$ cat src/design/pdu_consts.vh
// Register offsets, field positions and reset values of the duty and dead-time unit.
`ifndef PDU_CONSTS_VH
`define PDU_CONSTS_VH

// ****************************************************************
// Register byte offsets
// ****************************************************************
`define PDU_OFS_TB_CTRL 6'h00
`define PDU_OFS_PERIOD 6'h04
`define PDU_OFS_COUNT 6'h08
`define PDU_OFS_OUT_CTRL1 6'h0C
`define PDU_OFS_OUT_CTRL2 6'h10
`define PDU_OFS_DT_CFG1 6'h14
`define PDU_OFS_DT_ASSIGN 6'h18
`define PDU_OFS_OVERRIDE 6'h1C
`define PDU_OFS_DUTY_BASE 6'h20

// ****************************************************************
// Field positions
// ****************************************************************
`define PDU_TB_RUN_BIT 15
`define PDU_TB_DIR_BIT 14
`define PDU_LOCKOUT_BIT 0
`define PDU_OVR_EN_LSB 8

// ****************************************************************
// Time-base mode codes
// ****************************************************************
`define PDU_MODE_FREE 2'b00
`define PDU_MODE_UPDOWN 2'b01
`define PDU_MODE_SINGLE 2'b10
`define PDU_MODE_DOUBLE 2'b11

// ****************************************************************
// Reset values
// ****************************************************************
`define PDU_RST_16 16'h0000
`define PDU_RST_15 15'h0000
`define PDU_RST_8 8'h00
`define PDU_RST_6 6'h00
`define PDU_RST_4 4'h0
`define PDU_RST_3 3'h0
`define PDU_RST_2 2'h0

`endif

$ cat src/design/pdu_top.v
// Duty comparison, output pairing and dead-time unit with its time base and AHB-Lite registers.
// Overview of operation
// - Four 16-bit duty registers, one per generator.
// - Duty LSB gives half-interval edge placement.
// - Duty written to buffer, hidden compare used.
// - Edge mode loads compare at period rollover.
// - Edge mode stopped, unlocked: copy continuously.
// - Up/down loads at zero turning upward.
// - Double update loads at zero and period.
// - Up/down modes copy while time base stopped.
// - Generator n drives pair n, low complemented.
// - Select bit clear means complementary, reset default.
// - Dead-time holds both outputs inactive at switching.
// - Two dead-times A and B, freely allotted.
// - Per-pair 6-bit down counter loaded on edges.
// - Per-pair bits pick A/B per edge direction.
// - Per-dead-time prescale of 1,2,4,8 cycles.
// - Two 6-bit counts held in first config register.
// - Prescalers cleared on load, config write, reset.
// - Select bit set: independent, no dead-time.
// - Independent: one generator feeds both, override choices.
// - Mode code 10 single pulse, active on run.
// - Single pulse: duty match off, period ends all.
// - Edge mode active from zero until duty match.
`timescale 1ns/100ps
`default_nettype none
`include "pdu_consts.vh"

module pdu_top (
  // Clock and reset
  input wire hclk,
  input wire hresetn,
  // AHB-Lite slave
  input wire hsel,
  input wire [31:0] haddr,
  input wire [1:0] htrans,
  input wire hwrite,
  input wire [2:0] hsize,
  input wire hready,
  input wire [31:0] hwdata,
  output reg [31:0] hrdata,
  output wire hreadyout,
  output wire hresp,
  // Gate driver outputs
  output reg [3:0] high_side_output,
  output reg [3:0] low_side_output,
  // One-cycle pulse when a single pulse ends
  output reg single_pulse_done
);

  // ****************************************************************
  // Bus slave
  // ****************************************************************
  reg wr_pend_q;
  reg [5:0] addr_q;
  wire addr_take = hsel & hready & htrans[1];

  always @(posedge hclk or negedge hresetn) begin
    if (!hresetn) begin
      wr_pend_q <= 1'b0;
      addr_q <= `PDU_RST_6;
    end else begin
      wr_pend_q <= addr_take & hwrite;
      if (addr_take) begin
        addr_q <= {haddr[5:2], 2'b00};
      end
    end
  end

  // Any address bit above the map marks the transfer unmapped: it reads zero and writes nothing.
  wire hi_addr_q;
  reg hi_q;
  always @(posedge hclk or negedge hresetn) begin
    if (!hresetn) begin
      hi_q <= 1'b0;
    end else if (addr_take) begin
      hi_q <= |haddr[31:6];
    end
  end
  assign hi_addr_q = hi_q;

  // Every register answers at once, so the slave never stretches a transfer.
  assign hreadyout = 1'b1;
  assign hresp = 1'b0;

  wire wr_en = wr_pend_q & ~hi_addr_q;
  wire wr_tb = wr_en & (addr_q == `PDU_OFS_TB_CTRL);
  wire wr_per = wr_en & (addr_q == `PDU_OFS_PERIOD);
  wire wr_oc1 = wr_en & (addr_q == `PDU_OFS_OUT_CTRL1);
  wire wr_oc2 = wr_en & (addr_q == `PDU_OFS_OUT_CTRL2);
  wire wr_dt1 = wr_en & (addr_q == `PDU_OFS_DT_CFG1);
  wire wr_dt2 = wr_en & (addr_q == `PDU_OFS_DT_ASSIGN);
  wire wr_ovr = wr_en & (addr_q == `PDU_OFS_OVERRIDE);
  wire wr_duty = wr_en & (addr_q[5:4] == 2'b10);
  wire [1:0] duty_idx = addr_q[3:2];

  // ****************************************************************
  // Software registers
  // ****************************************************************
  reg run_q;
  reg [1:0] mode_q;
  reg [14:0] period_q;
  reg [3:0] indep_q;
  reg lockout_q;
  reg [15:0] dt_cfg_q;
  reg [7:0] dt_assign_q;
  reg [15:0] ovr_q;
  reg [15:0] duty_buf_q [0:3];
  reg [15:0] duty_act_q [0:3];
  reg [14:0] cnt_q;
  reg ph_q;
  reg dir_q;

  wire [5:0] dt_a_len = dt_cfg_q[5:0];
  wire [1:0] dt_a_ps = dt_cfg_q[7:6];
  wire [5:0] dt_b_len = dt_cfg_q[13:8];
  wire [1:0] dt_b_ps = dt_cfg_q[15:14];
  // Either config write restarts every prescaler.
  wire dt_cfg_wr = wr_dt1 | wr_dt2;

  always @(posedge hclk or negedge hresetn) begin
    if (!hresetn) begin
      mode_q <= `PDU_RST_2;
      period_q <= `PDU_RST_15;
      indep_q <= `PDU_RST_4;
      lockout_q <= 1'b0;
      dt_cfg_q <= `PDU_RST_16;
      dt_assign_q <= `PDU_RST_8;
      ovr_q <= `PDU_RST_16;
    end else begin
      if (wr_tb) begin
        mode_q <= hwdata[1:0];
      end
      if (wr_per) begin
        period_q <= hwdata[14:0];
      end
      if (wr_oc1) begin
        indep_q <= hwdata[3:0];
      end
      if (wr_oc2) begin
        lockout_q <= hwdata[`PDU_LOCKOUT_BIT];
      end
      // Only the low half-word of the bus is significant; higher bits are dropped.
      if (wr_dt1) begin
        dt_cfg_q <= hwdata[15:0];
      end
      if (wr_dt2) begin
        dt_assign_q <= hwdata[7:0];
      end
      if (wr_ovr) begin
        ovr_q <= hwdata[15:0];
      end
    end
  end

  // ****************************************************************
  // Time base
  // ****************************************************************
  // Each count lasts two clocks; the phase bit is the half-interval step.
  // A zero period holds the count still and so freezes every compare result while the run bit is set.
  wire tb_go = run_q & (period_q != `PDU_RST_15);
  wire tick = tb_go & ph_q;
  wire updown = (mode_q == `PDU_MODE_UPDOWN) | (mode_q == `PDU_MODE_DOUBLE);
  wire per_match = tick & ~dir_q & (cnt_q == period_q);
  wire zero_turn = tick & dir_q & (cnt_q == `PDU_RST_15);
  wire single_end = per_match & (mode_q == `PDU_MODE_SINGLE);

  always @(posedge hclk or negedge hresetn) begin
    if (!hresetn) begin
      run_q <= 1'b0;
      cnt_q <= `PDU_RST_15;
      ph_q <= 1'b0;
      dir_q <= 1'b0;
      single_pulse_done <= 1'b0;
    end else begin
      // The end flag lasts one clock and coincides with the run bit reading clear.
      single_pulse_done <= single_end;
      // A software write of the run bit wins over the hardware clear.
      if (wr_tb) begin
        run_q <= hwdata[`PDU_TB_RUN_BIT];
      end else if (single_end) begin
        run_q <= 1'b0;
      end
      if (tb_go) begin
        ph_q <= ~ph_q;
      end
      if (per_match) begin
        if (updown) begin
          dir_q <= 1'b1;
          cnt_q <= cnt_q - 15'h0001;
        end else begin
          cnt_q <= `PDU_RST_15;
        end
      end else if (zero_turn) begin
        dir_q <= 1'b0;
        cnt_q <= cnt_q + 15'h0001;
      end else if (tick) begin
        cnt_q <= dir_q ? cnt_q - 15'h0001 : cnt_q + 15'h0001;
      end
    end
  end

  // ****************************************************************
  // Duty buffers and transfer
  // ****************************************************************
  reg xfer;
  always @* begin
    case (mode_q)
      `PDU_MODE_FREE, `PDU_MODE_SINGLE: begin
        xfer = ~lockout_q & (per_match | ~run_q);
      end
      // Lockout holds back only the timed loads here; a stopped time base always copies.
      `PDU_MODE_UPDOWN: begin
        xfer = (~lockout_q & zero_turn) | ~run_q;
      end
      `PDU_MODE_DOUBLE: begin
        xfer = (~lockout_q & (zero_turn | per_match)) | ~run_q;
      end
      default: begin
        xfer = 1'b0;
      end
    endcase
  end

  // Compare position in half-interval steps.
  wire [15:0] tb_pos = {cnt_q, ph_q};
  wire [3:0] cmp;
  wire [3:0] raw_h;
  wire [3:0] raw_l;

  genvar g;
  generate
    for (g = 0; g < 4; g = g + 1) begin : pair
      reg cmp_q;
      reg [5:0] dcnt_q;
      reg [2:0] pre_q;
      reg [1:0] ps_q;

      wire rise = cmp[g] & ~cmp_q;
      wire fall = ~cmp[g] & cmp_q;
      wire sel_b = rise ? dt_assign_q[2*g] : dt_assign_q[2*g+1];
      wire [2:0] pre_lim = {ps_q == 2'b11, ps_q[1], |ps_q};

      always @(posedge hclk or negedge hresetn) begin
        if (!hresetn) begin
          duty_buf_q[g] <= `PDU_RST_16;
          duty_act_q[g] <= `PDU_RST_16;
        end else begin
          if (wr_duty & (duty_idx == g)) begin
            duty_buf_q[g] <= hwdata[15:0];
          end
          // Software never writes the hidden compare copy; only the transfer strobe loads it.
          if (xfer) begin
            duty_act_q[g] <= duty_buf_q[g];
          end
        end
      end

      // Single pulse stays active only while the run bit is set.
      assign cmp[g] = (mode_q == `PDU_MODE_SINGLE) ? (run_q & (tb_pos < duty_act_q[g])) :
                      (tb_pos < duty_act_q[g]);

      // The prescaler runs from zero to one below its divide, then steps the down counter.
      always @(posedge hclk or negedge hresetn) begin
        if (!hresetn) begin
          cmp_q <= 1'b0;
          dcnt_q <= `PDU_RST_6;
          pre_q <= `PDU_RST_3;
          ps_q <= `PDU_RST_2;
        end else begin
          cmp_q <= cmp[g];
          if (rise | fall) begin
            dcnt_q <= sel_b ? dt_b_len : dt_a_len;
            ps_q <= sel_b ? dt_b_ps : dt_a_ps;
            pre_q <= `PDU_RST_3;
          end else if (dt_cfg_wr) begin
            pre_q <= `PDU_RST_3;
          end else if (dcnt_q != `PDU_RST_6) begin
            if (pre_q == pre_lim) begin
              pre_q <= `PDU_RST_3;
              dcnt_q <= dcnt_q - 6'h01;
            end else begin
              pre_q <= pre_q + 3'h1;
            end
          end
        end
      end

      // Independent pairs skip dead-time and share one generator.
      wire dt_idle = (dcnt_q == `PDU_RST_6);
      assign raw_h[g] = indep_q[g] ? cmp_q : (cmp_q & dt_idle);
      assign raw_l[g] = indep_q[g] ? cmp_q : (~cmp_q & dt_idle);

      // Override acts after dead-time, so a forced complementary pair is not re-complemented;
      // software must not force both sides of such a pair on.
      always @(posedge hclk or negedge hresetn) begin
        if (!hresetn) begin
          high_side_output[g] <= 1'b0;
          low_side_output[g] <= 1'b0;
        end else begin
          high_side_output[g] <= ovr_q[`PDU_OVR_EN_LSB+2*g] ? ovr_q[2*g] : raw_h[g];
          low_side_output[g] <= ovr_q[`PDU_OVR_EN_LSB+2*g+1] ? ovr_q[2*g+1] : raw_l[g];
        end
      end
    end
  endgenerate

  // ****************************************************************
  // Read multiplexer
  // ****************************************************************
  // Read data follows the registered address; a read right after a write
  // to the same register already sees the new value.
  always @* begin
    hrdata = 32'h0000_0000;
    if (!hi_addr_q) begin
      case (addr_q)
        `PDU_OFS_TB_CTRL: hrdata = {16'h0000, run_q, dir_q, 12'h000, mode_q};
        `PDU_OFS_PERIOD: hrdata = {17'h0_0000, period_q};
        `PDU_OFS_COUNT: hrdata = {17'h0_0000, cnt_q};
        `PDU_OFS_OUT_CTRL1: hrdata = {28'h000_0000, indep_q};
        `PDU_OFS_OUT_CTRL2: hrdata = {31'h0000_0000, lockout_q};
        `PDU_OFS_DT_CFG1: hrdata = {16'h0000, dt_cfg_q};
        `PDU_OFS_DT_ASSIGN: hrdata = {24'h00_0000, dt_assign_q};
        `PDU_OFS_OVERRIDE: hrdata = {16'h0000, ovr_q};
        6'h20: hrdata = {16'h0000, duty_buf_q[0]};
        6'h24: hrdata = {16'h0000, duty_buf_q[1]};
        6'h28: hrdata = {16'h0000, duty_buf_q[2]};
        6'h2C: hrdata = {16'h0000, duty_buf_q[3]};
        6'h30: hrdata = {16'h0000, duty_act_q[0]};
        6'h34: hrdata = {16'h0000, duty_act_q[1]};
        6'h38: hrdata = {16'h0000, duty_act_q[2]};
        6'h3C: hrdata = {16'h0000, duty_act_q[3]};
        default: hrdata = 32'h0000_0000;
      endcase
    end
  end

endmodule // pdu_top

`default_nettype wire

$ cat config.mk
export PLATFORM = sky130hd
export DESIGN_NAME = pdu_top
export DESIGN_NICKNAME = d
export VERILOG_FILES = /design/src/design/pdu_top.v
export VERILOG_INCLUDE_DIRS = /design/src /design/src/design
export SDC_FILE = /design/constraint.sdc
export NUM_CORES = 1
export LEC_CHECK = 0
export BUFFER_PORTS_ARGS = -buffer_cell sky130_fd_sc_hd__buf_2
export CORE_MARGIN = 5
export CORE_UTILIZATION = 40
export CTS_BUF_LIST = sky130_fd_sc_hd__clkbuf_8
export DETAILED_ROUTE_END_ITERATION = 10
export HOLD_SLACK_MARGIN = 0.02
export PLACE_DENSITY_LB_ADDON = 0.05
export RECOVER_POWER = 25
export REMOVE_ABC_BUFFERS = 1
export SLEW_MARGIN = 15
export SYNTH_ARGS = -nofsm -noshare
export SYNTH_HDL_FRONTEND = slang
export SYNTH_SLANG_ARGS = --single-unit
$ cat constraint.sdc
create_clock -name hclk -period 2.7 [get_ports hclk]
set_clock_uncertainty 0.1 [all_clocks]
set_input_delay 0.27 -clock hclk [delete_from_list [all_inputs] [get_ports hclk]]
set_output_delay 0.27 -clock hclk [all_outputs]
set_load 0.01 [all_outputs]
==> run summary, run 1 <==
Fin. Hold Viols: 0
Max-slew headroom: -0.296
CORE AREA: 38,700 sq um
Worst EP required: 3110 ps
Fillers: 3,350
Die width: 208 um
IO buf count: 76
Clock power frac: 0.215
Count leader, synth: dfrtp_1
Initial DRC count: 900
Tot Pwr: 18.9 mW
Grt total ovfl: 0
Reg power frac: 0.329
Area of the multi-input gates: 9350 sq um
Synth area leader: dfrtp_1
Outcome: finished, violations left
CTS clk-pin slew, worst paths: 70 ps
Final setup margin: -288 ps
Pwr per Cell Area: 866 nW/um^2
Htree depth: 2
CTS sink cnt: 271
Failing checks: max-capacitance violations, max-slew violations, negative setup slack
Final Instance Count excl. Fillers: 2,397
Placed insts: 2,179
GRT Resource Usage Total: 0.267
Routability cong.: 0.926
Worst-Skew Late Latency: 640 ps
Synthesized instance count: 1,463
Avg Cell Area, Syn: 10.7 sq um
Leakage power: 9.96 nW
Sw Share: 0.379
Placement row count: 72
Clk root buf: clkbuf_8
Comb pwr share: 0.456
Tmin final: 2990 ps
Final nets: 1,986
Final wirelength: 59.7 mm
Internal Power: 11.7 mW
Arrival time at the worst endpoint: 3400 ps
Initial antenna violation count: 2
DP Wirelength: 40.6 mm
Ys async rst share: 1.00
Synth warnings: 0
VDD IR max: 0.000457 V
Die height: 208 um
DRT antenna net count: 0
Hold Path Class: in2reg
CTS tree: built
Area of the die: 43,300 sq um
Final period utilization: 1.11
Fmax: 335 MHz
RSZ-0062 raised after global routing: true
P&R area growth vs syn: 38.8%
Max clock buf depth: 3
Layout Utilization: 0.563
Cts bufs inserted: 49
Distinct cells, synth: 73
Final setup vio count: 119
Drt pass-1 iters: 5
Post-synth top flop: dfrtp_1
Number of flops mapped to enable cells by yosys: 0
# DRC: 0
Post-synth top cells: dfrtp_1 (271), inv_1 (88), mux2_2 (84)
Wire length per cell: 24.9 um
Max cap viols: 1
Largest net degree at the start of global routing: 69
Register area share after synthesis: 0.432
Vias in the first global route: 13,900
Starting Density: 0.405
IO Count: 117
Synth area leaders: dfrtp_1 (43%), mux2_2 (6.0%), ha_1 (5.9%)
Via count: 13,600
Sw power: 7.15 mW
First-pass GRT wire length: 88.9 mm
Slew Limit Fails: 67
Number of vias per cell: 5.69
Number of synthesized register bits: 271
CP startpoint kind: register
Worst-Margin Slew: 1940 ps
Sequential Area: 6800 sq um
Crit. End Element: register
Share of cells above drive strength 1: 0.426
Share of the synthesized area in the top cell type: 0.432
CP Class: reg2reg
Critical path peak fanout: 6
Mapped Area: 15,700 sq um
==> layout by cell type (no fill, tap or decap), drive strengths merged, types with 18 or more instances in the layout <==
cell and instances:
xor2 29, dlygate4sd3 27, clkbuf 67, a22oi 19
mux2i 22, nand3 21, mux2 193, a21o 20
inv 102, a22o 28, ha 74, nor3 38
a221oi 38, buf 374, nand2 61, a211oi 30
a31oi 23, nor4 30, o21ai 54, a21oi 66
nor2 62, nor2b 27, conb 18, dfrtp 271
==> cells by family after synthesis <==
family | count (synthesis) | synth area share
xor+xnor | 35 | 0.0195
flops | 271 | 0.432
mux | 215 | 0.167
compound gates | 344 | 0.152
other cells | 2 | 0.000478
simple gates | 336 | 0.117
fa+ha+maj | 74 | 0.0590
buf+inv | 186 | 0.0530
==> sequential cells by signal, indices dropped and copies added (netlist names), 2 cells and up <==
| name | count |
|---|---|
| duty_act_q | 64 |
| duty_buf_q | 64 |
| pair.dcnt_q | 24 |
| dt_cfg_q | 16 |
| ovr_q | 16 |
| cnt_q | 15 |
| period_q | 15 |
| pair.pre_q | 12 |
| dt_assign_q | 8 |
| pair.ps_q | 8 |
| addr_q | 4 |
| high_side_output | 4 |
| indep_q | 4 |
| low_side_output | 4 |
| pair.cmp_q | 4 |
| mode_q | 2 |
==> area by class of cell <==
type	instances	area share
clock inverter	27	0.00689
inverter	88	0.0153
sequential	271	0.312
clock buffer	63	0.0398
tap	518	0.0297
multi-input combinational	1023	0.429
antenna	2	0.000230
timing repair buffer	405	0.167
==> per-stage QoR <==
| step | cell area (sq um) | worst slack (ps) | hold slack, ps | TNS, ps |
|---|---|---|---|---|
| floorplan | 15300 | -1750 | -126 | -124130 |
| global placement | 18000 | -287 | 212 | -23720 |
| detailed placement | 18000 | -338 | 202 | -29350 |
| CTS | 21400 | -235 | 34.8 | -17910 |
| global route | 21800 | -334 | 78.6 | -29560 |
| finish | 21800 | -288 | 69.1 | -19120 |
==> layer usage <==
layer / vias to the layer above / global-route usage / routed length (um)
met5: - / 0 / 0
met4: 0 / 0.0811 / 1800
met3: 117 / 0.0484 / 3620
met2: 466 / 0.418 / 26900
met1: 6870 / 0.381 / 27400
li1: 6184 / - / -
==> power by group through the flow <==
| stage | Sequential (mW) | Clock [mW] | Combinational (mW) |
|---|---|---|---|
| after floorplan | 5.95 | 0 | 4.13 |
| after global placement | 6.19 | 0 | 6.80 |
| after detailed placement | 6.19 | 0 | 6.87 |
| after CTS | 6.17 | 4.17 | 8.35 |
| after global routing | 6.35 | 4.34 | 9.26 |
| final | 6.21 | 4.06 | 8.60 |
==> critical path: stages, from the launching register on <==
cell and delay [ps]:
dfrtp_2 450, buf_6 150, buf_6 110, ha_4 200, a21o_1 170, a21o_1 160, a21oi_2 140, o211ai_1 120
a21oi_1 160, buf_4 160, ha_4 130, mux2i_2 210, buf_4 180, mux2i_1 190, nor2_1 70, a21o_1 150
==> final timing paths <==
kind,slack [ps],to,depth (start not counted),start
worst min-delay path,70,addr_q[5]$_DFFE_PN0P_,3,htrans[1]
min in group asynchronous,650,pair[0].pre_q[1]$_DFFE_PN0P_,2,hresetn
worst min register to register,430,duty_buf_q[31]$_DFFE_PN0P_,2,duty_buf_q[31]$_DFFE_PN0P_
max in group asynchronous,330,duty_buf_q[37]$_DFFE_PN0P_,3,hresetn
worst max register to register,-290,pair[3].dcnt_q[1]$_DFFE_PN0P_,15,cnt_q[8]$_DFFE_PN0P_
worst max-delay path,-290,pair[3].dcnt_q[1]$_DFFE_PN0P_,15,cnt_q[8]$_DFFE_PN0P_
==> what timing repair did <==
item	CTS	global route
endpoints found under the setup margin	133	130
gates resized for setup	261	95
hold endpoints to repair	347	0
hold buffers	28	0
pin swaps	89	83
cloned	15	2
buffers inserted	66	30
No activity file was read; power rests on OpenSTA's default activity.
==> run 2, diff against run 1 <==
GPL_TIMING_DRIVEN = 0   (was unset)
==> run summary, run 2 (synthesized netlist as in run 1, its figures left out) <==
Die height: 208 um (unchanged)
Initial antenna violation count: 1 (-1)
Worst-Margin Slew: 2070 ps (+124 ps)
Starting Density: 0.405 (unchanged)
RSZ-0062 raised after global routing: true
Worst-Skew Late Latency: 640 ps (about the same)
Routability cong.: 0.825 (-11%)
Max stage delay on crit path: 440 ps (about the same)
CP Class: reg2reg
DRT antenna net count: 0 (unchanged)
Fmax: 327 MHz (-2.3%)
P&R area growth vs syn: 36.8%
Slowest-stage cell, CP: dfrtp_2
Reg power frac: 0.346 (+0.017)
# DRC: 0 (unchanged)
Max-slew headroom: -0.379 (-0.0824)
Drt pass-1 iters: 7 (+2)
Sw Share: 0.382 (+0.00371)
Fin. Hold Viols: 0 (unchanged)
CTS tree: built
Crit. End Element: register
Reg2reg start: cnt_q[0]$_DFFE_PN0P_
GRT Resource Usage Total: 0.258 (-0.00965)
Area of the die: 43,300 sq um (unchanged)
CP top delay family: simple AND/OR/NAND/NOR gates
Outcome: finished, violations left
Final period utilization: 1.13 (+0.0257)
Placed insts: 1,993 (-8.5%)
Internal Power: 11.6 mW (-0.80%)
Crit path cell chain: buf_6, inv_4, ha_4, or3b_4, nor4_4, a32oi_1, o32a_4, buf_12, buf_16, buf_12, mux2_4
Pwr per Cell Area: 877 nW/um^2 (+1.3%)
First-pass GRT wire length: 85.8 mm (-3.4%)
Htree depth: 2 (unchanged)
CTS clk-pin slew, worst paths: 60 ps (about the same)
CP startpoint kind: register
VDD IR max: 0.000413 V (-9.6%)
Commonest non-fill, non-tap cell in the layout: dfrtp_1
Clock power frac: 0.226 (+0.011)
Final wirelength: 57.7 mm (-3.4%)
Final nets: 1,891 (-4.8%)
Tmin final: 3060 ps (+69.5 ps)
Arrival time at the worst endpoint: 3450 ps (+50 ps)
Max cap viols: 1 (unchanged)
Slew Limit Fails: 83 (+24%)
Final Instance Count excl. Fillers: 2,299 (-4.1%)
Hold Path Class: in2reg
IO Count: 117 (unchanged)
Share of cells above drive strength 1: 0.408 (-0.0183)
Critical path peak fanout: 8 (+2)
IO buf count: 76 (unchanged)
Fin Setup TNS: -29,730 ps (-10,600 ps)
CTS sink cnt: 271 (unchanged)
Final setup margin: -358 ps (-69.5 ps)
Final setup vio count: 123 (+3.4%)
Leakage power: 9.57 nW (-3.9%)
Initial DRC count: 1,047 (+16%)
Worst Setup SP: cnt_q[0]$_DFFE_PN0P_
Worst EP required: 3100 ps (about the same)
Die width: 208 um (unchanged)
Via count: 13,400 (-1.4%)
Comb pwr share: 0.428 (-0.028)
Largest net degree at the start of global routing: 98 (+42%)
Commonest cells after routing, fill and taps aside: dfrtp_1 (249), buf_4 (117), inv_1 (96), mux2_2 (84), buf_2 (75)
Number of vias per cell: 5.85 (+2.8%)
Max clock buf depth: 3 (unchanged)
Clk root buf: clkbuf_8
Sw power: 7.21 mW (+0.78%)
Top Registers: duty_act_q (64), duty_buf_q (64), pair.dcnt_q (24)
Area of the multi-input gates: 9600 sq um (+2.6%)
CORE AREA: 38,700 sq um (unchanged)
Sequential Area: 6830 sq um (+0.52%)
Fillers: 3,330 (-0.60%)
Min-delay src: hready
Vias in the first global route: 13,100 (-5.2%)
Grt total ovfl: 0 (unchanged)
Worst Path Buf+Inv: 5 (+1)
Placement row count: 72 (unchanged)
Top cell by count, worst path: buf_12
DP Wirelength: 36.2 mm (-11%)
Cts bufs inserted: 50 (+2.0%)
Failing checks: max-capacitance violations, max-slew violations, negative setup slack
Wire length per cell: 25.1 um (+0.71%)
## run 2: cell types whose count changed in the layout (fill, tap and decap cells not counted), moves of 6 or more
cell      before  now
a21oi_4        2    9
dfrtp_4        0    9
nor2b_2        8    2
clkinv_2      11    5
buf_4        206  117
dfrtp_1      259  249
nor4_1        22   16
clkbuf_8      63   71
buf_6         53   42
buf_16         4   11
## run 2: cell type report
cell class                 instances  share of cell area
clock buffer                      71              0.0455
multi-input combinational       1025               0.447
inverter                          88              0.0155
sequential                       271               0.318
timing repair buffer             307               0.139
tap                              518              0.0302
antenna                            1            0.000117
clock inverter                    18             0.00466
## run 2: power by group through the flow
stage                     clock [mW]  sequential [mW]  combinational [mW]
after global routing            4.51             6.65                8.72
after global placement             0             6.51                5.45
after floorplan                    0             5.95                4.13
after CTS                       4.35             6.45                7.41
final                           4.25             6.52                8.06
after detailed placement           0             6.52                5.54
## run 2: path summary, 6_finish.rpt
check                                               end  slack [ps]  cells past startpoint
setup / recovery              duty_act_q[5]$_DFFE_PN0P_        -360                     11
hold / removal                    hi_addr_q$_DFFE_PN0P_          40                      3
setup reg to reg              duty_act_q[5]$_DFFE_PN0P_        -360                     11
hold reg to reg              duty_act_q[35]$_DFFE_PN0P_         410                      1
max in group asynchronous         addr_q[3]$_DFFE_PN0P_         300                      2
min in group asynchronous  pair[1].pre_q[2]$_DFFE_PN0P_         660                      2
## run 2: what timing repair did
| action | 4_1_cts | 5_1_grt |
|---|---|---|
| hold buffers | 27 | 0 |
| gates resized for setup | 262 | 101 |
| cloned | 8 | 3 |
| endpoints found under the setup margin | 266 | 217 |
| setup buffers | 144 | 40 |
| hold endpoints to repair | 215 | 0 |
| pin swaps | 103 | 57 |
## run 2: metrics by stage
| stage | instance area (sq um) | setup WS [ps] | utilization | hold slack, ps | total power [mW] |
|---|---|---|---|---|---|
| 6_report | 21500 | -358 | 0.554 | 44.0 | 18.8 |
| 2_1_floorplan | 15300 | -1750 | - | -126 | 10.1 |
| 4_1_cts | 20600 | -323 | 0.532 | 31.5 | 18.2 |
| 3_3_place_gp | 16300 | -4200 | 0.420 | 395 | 12.0 |
| 5_1_grt | 21500 | -415 | 0.554 | 56.1 | 19.9 |
| 3_5_place_dp | 16600 | -1770 | 0.429 | 239 | 12.1 |
## run 2: layer usage
layer  up-vias  global-route usage  part of all wire
li1       6006                   -                 -
met1      6761               0.374              0.45
met2       560               0.396              0.45
met3       118              0.0419             0.073
met4         0              0.0829             0.030
met5         -                   0                 0
## run 2: tightest hold or removal path, stage by stage
cell and delay, ps:
buf_2 90, nand3_1 240, o21ai_0 140
==> run 3, diff against run 2 <==
clock period = 3.1 ns   (was 2.7 ns; I/O delays follow)
==> run summary, run 3 (synthesized netlist as in run 1, its figures left out) <==
Comb pwr share: 0.386 (-0.042)
Routability cong.: 0.825 (unchanged)
Final nets: 1,800 (-4.8%)
Layout Utilization: 0.505 (-0.0498)
Worst EP required: 2690 ps (-410 ps)
Reg power frac: 0.371 (+0.025)
Hold Path Class: in2reg
Worst-Margin Slew: 1070 ps (-996 ps)
CORE AREA: 38,700 sq um (unchanged)
GRT Resource Usage Total: 0.246 (-0.0121)
Slew Limit Fails: 0 (-100%)
Commonest cells after routing, fill and taps aside: dfrtp_1 (250), inv_1 (99), mux2_2 (84), buf_4 (77), buf_2 (76)
Final wirelength: 54.7 mm (-5.2%)
DRT antenna net count: 0 (unchanged)
Placement row count: 72 (unchanged)
CTS tree: built
Pwr per Cell Area: 775 nW/um^2 (-12%)
RSZ-0062 raised after global routing: true
Wire length per cell: 24.8 um (-1.2%)
Final setup margin: 30.8 ps (+388 ps)
Die width: 208 um (unchanged)
Htree depth: 2 (unchanged)
Ant diodes: 0 (-1)
Worst Path Buf+Inv: 2 (-3)
CTS sink cnt: 271 (unchanged)
Internal Power: 9.40 mW (-19%)
IO buf count: 76 (unchanged)
Share of cells above drive strength 1: 0.315 (-0.0929)
Cts bufs inserted: 50 (unchanged)
Top Registers: duty_act_q (64), duty_buf_q (64), pair.dcnt_q (24)
# DRC: 0 (unchanged)
Max stage delay on crit path: 540 ps (+100 ps)
Max clock buf depth: 3 (unchanged)
Slowest-stage cell, CP: dfrtp_4
Outcome: complete, no violations
Initial DRC count: 965 (-7.8%)
Setup WS pre-CTS: -1370 ps (+400 ps)
Grt total ovfl: 0 (unchanged)
Max-slew headroom: 0.275 (+0.654)
Arrival time at the worst endpoint: 2660 ps (-790 ps)
Clock power frac: 0.243 (+0.017)
CP Class: reg2out
Largest net degree at the start of global routing: 98 (unchanged)
Sw Share: 0.380 (-0.00228)
Die height: 208 um (unchanged)
Via count: 12,800 (-4.7%)
CP top delay family: compound AO/OA/AOI/OAI gates
Final setup vio count: 0 (-100%)
Final period utilization: 0.990
Clk root buf: clkbuf_8
Critical path peak fanout: 7 (-1)
Tot Pwr: 15.2 mW (-20%)
Initial antenna violation count: 1 (unchanged)
Worst-Skew Late Latency: 640 ps (about the same)
CP startpoint kind: register
Crit. End Element: primary output
Starting Density: 0.405 (unchanged)
Sw power: 5.76 mW (-20%)
Number of vias per cell: 5.80 (-0.74%)
VDD IR max: 0.000340 V (-18%)
DP Wirelength: 36.2 mm (unchanged)
Vias in the first global route: 12,500 (-4.6%)
Drt pass-1 iters: 5 (-2)
Fmax: 326 MHz
Area of the die: 43,300 sq um (unchanged)
Crit path cell chain: nand2b_4, buf_4, nor2_4, a22o_1, a221oi_1, a31oi_2, buf_2
Fin. Hold Viols: 0 (unchanged)
IO Count: 117 (unchanged)
Tmin final: 3070 ps
P&R area growth vs syn: 24.6%
CTS clk-pin slew, worst paths: 60 ps (about the same)
Commonest non-fill, non-tap cell in the layout: dfrtp_1
Max cap viols: 0 (-1)
First-pass GRT wire length: 81.7 mm (-4.8%)
Leakage power: 8.82 nW (-7.9%)
[run 3: stage by stage]
step / instances / area, sq um / setup TNS [ps] / hold WS [ps]
final: 2207 / 19600 / 0 / 86.4
after global routing: 2207 / 19600 / -19.6 / 98.3
after CTS: 2188 / 19100 / 0 / 75.1
after detailed placement: 1993 / 16600 / -110700 / 279
after global placement: 1975 / 16300 / -1537170 / 395
after floorplan: 1381 / 15300 / -86060 / -85.6
[run 3: worst paths after layout]
check / from / end / slack (ps) / cells after the start
min reg2reg: pair[0].ps_q[0]$_DFFE_PN0N_ / pair[0].ps_q[0]$_DFFE_PN0N_ / 410 / 2
min: hready / hi_addr_q$_DFFE_PN0P_ / 90 / 3
min in group asynchronous: hresetn / pair[1].pre_q[2]$_DFFE_PN0P_ / 180 / 2
max: addr_q[2]$_DFFE_PN0P_ / hrdata[7] / 30 / 7
max reg2reg: cnt_q[0]$_DFFE_PN0P_ / pair[1].ps_q[0]$_DFFE_PN0N_ / 70 / 13
max in group asynchronous: hresetn / cnt_q[7]$_DFFE_PN0P_ / 1700 / 3
[run 3: cell type report]
class | count | area, sq um
Sequential cell | 271 | 6820
Inverter | 88 | 330
Fill cell | 3553 | 19200
Multi-Input combinational cell | 1023 | 8760
Clock buffer | 71 | 977
Clock inverter | 18 | 100
Tap cell | 518 | 648
Timing Repair Buffer | 218 | 1910
[run 3: power by group through the flow]
stage          Combinational (mW)  Sequential (mW)  Clock (mW)
3_5_place_dp                 4.83             5.67           0
4_1_cts                      5.55             5.58        3.79
2_1_floorplan                3.60             5.18           0
6_report                     5.86             5.62        3.69
3_3_place_gp                 4.75             5.67           0
5_1_grt                      6.43             5.73        3.93
[run 3: layer usage]
metal,vias to the layer above,routed length (um),part of all wire,global-route usage
met2,441,24200,0.44,0.370
li1,5802,-,-,-
met4,0,1530,0.028,0.0827
met5,-,0,0,0
met3,97,3610,0.066,0.0434
met1,6471,25400,0.46,0.358
[run 3: timing repair]
item	in CTS	in global routing
pin swaps	20	25
setup endpoints to repair	224	94
gates resized for setup	94	43
cloned	1	2
hold endpoints to repair	205	0
hold buffers	27	0
buffers inserted	79	17
[run 3: tightest hold or removal path, cell delays in order]
cell and delay [ps]:
buf_2 90, nand3_1 230, o21ai_0 140
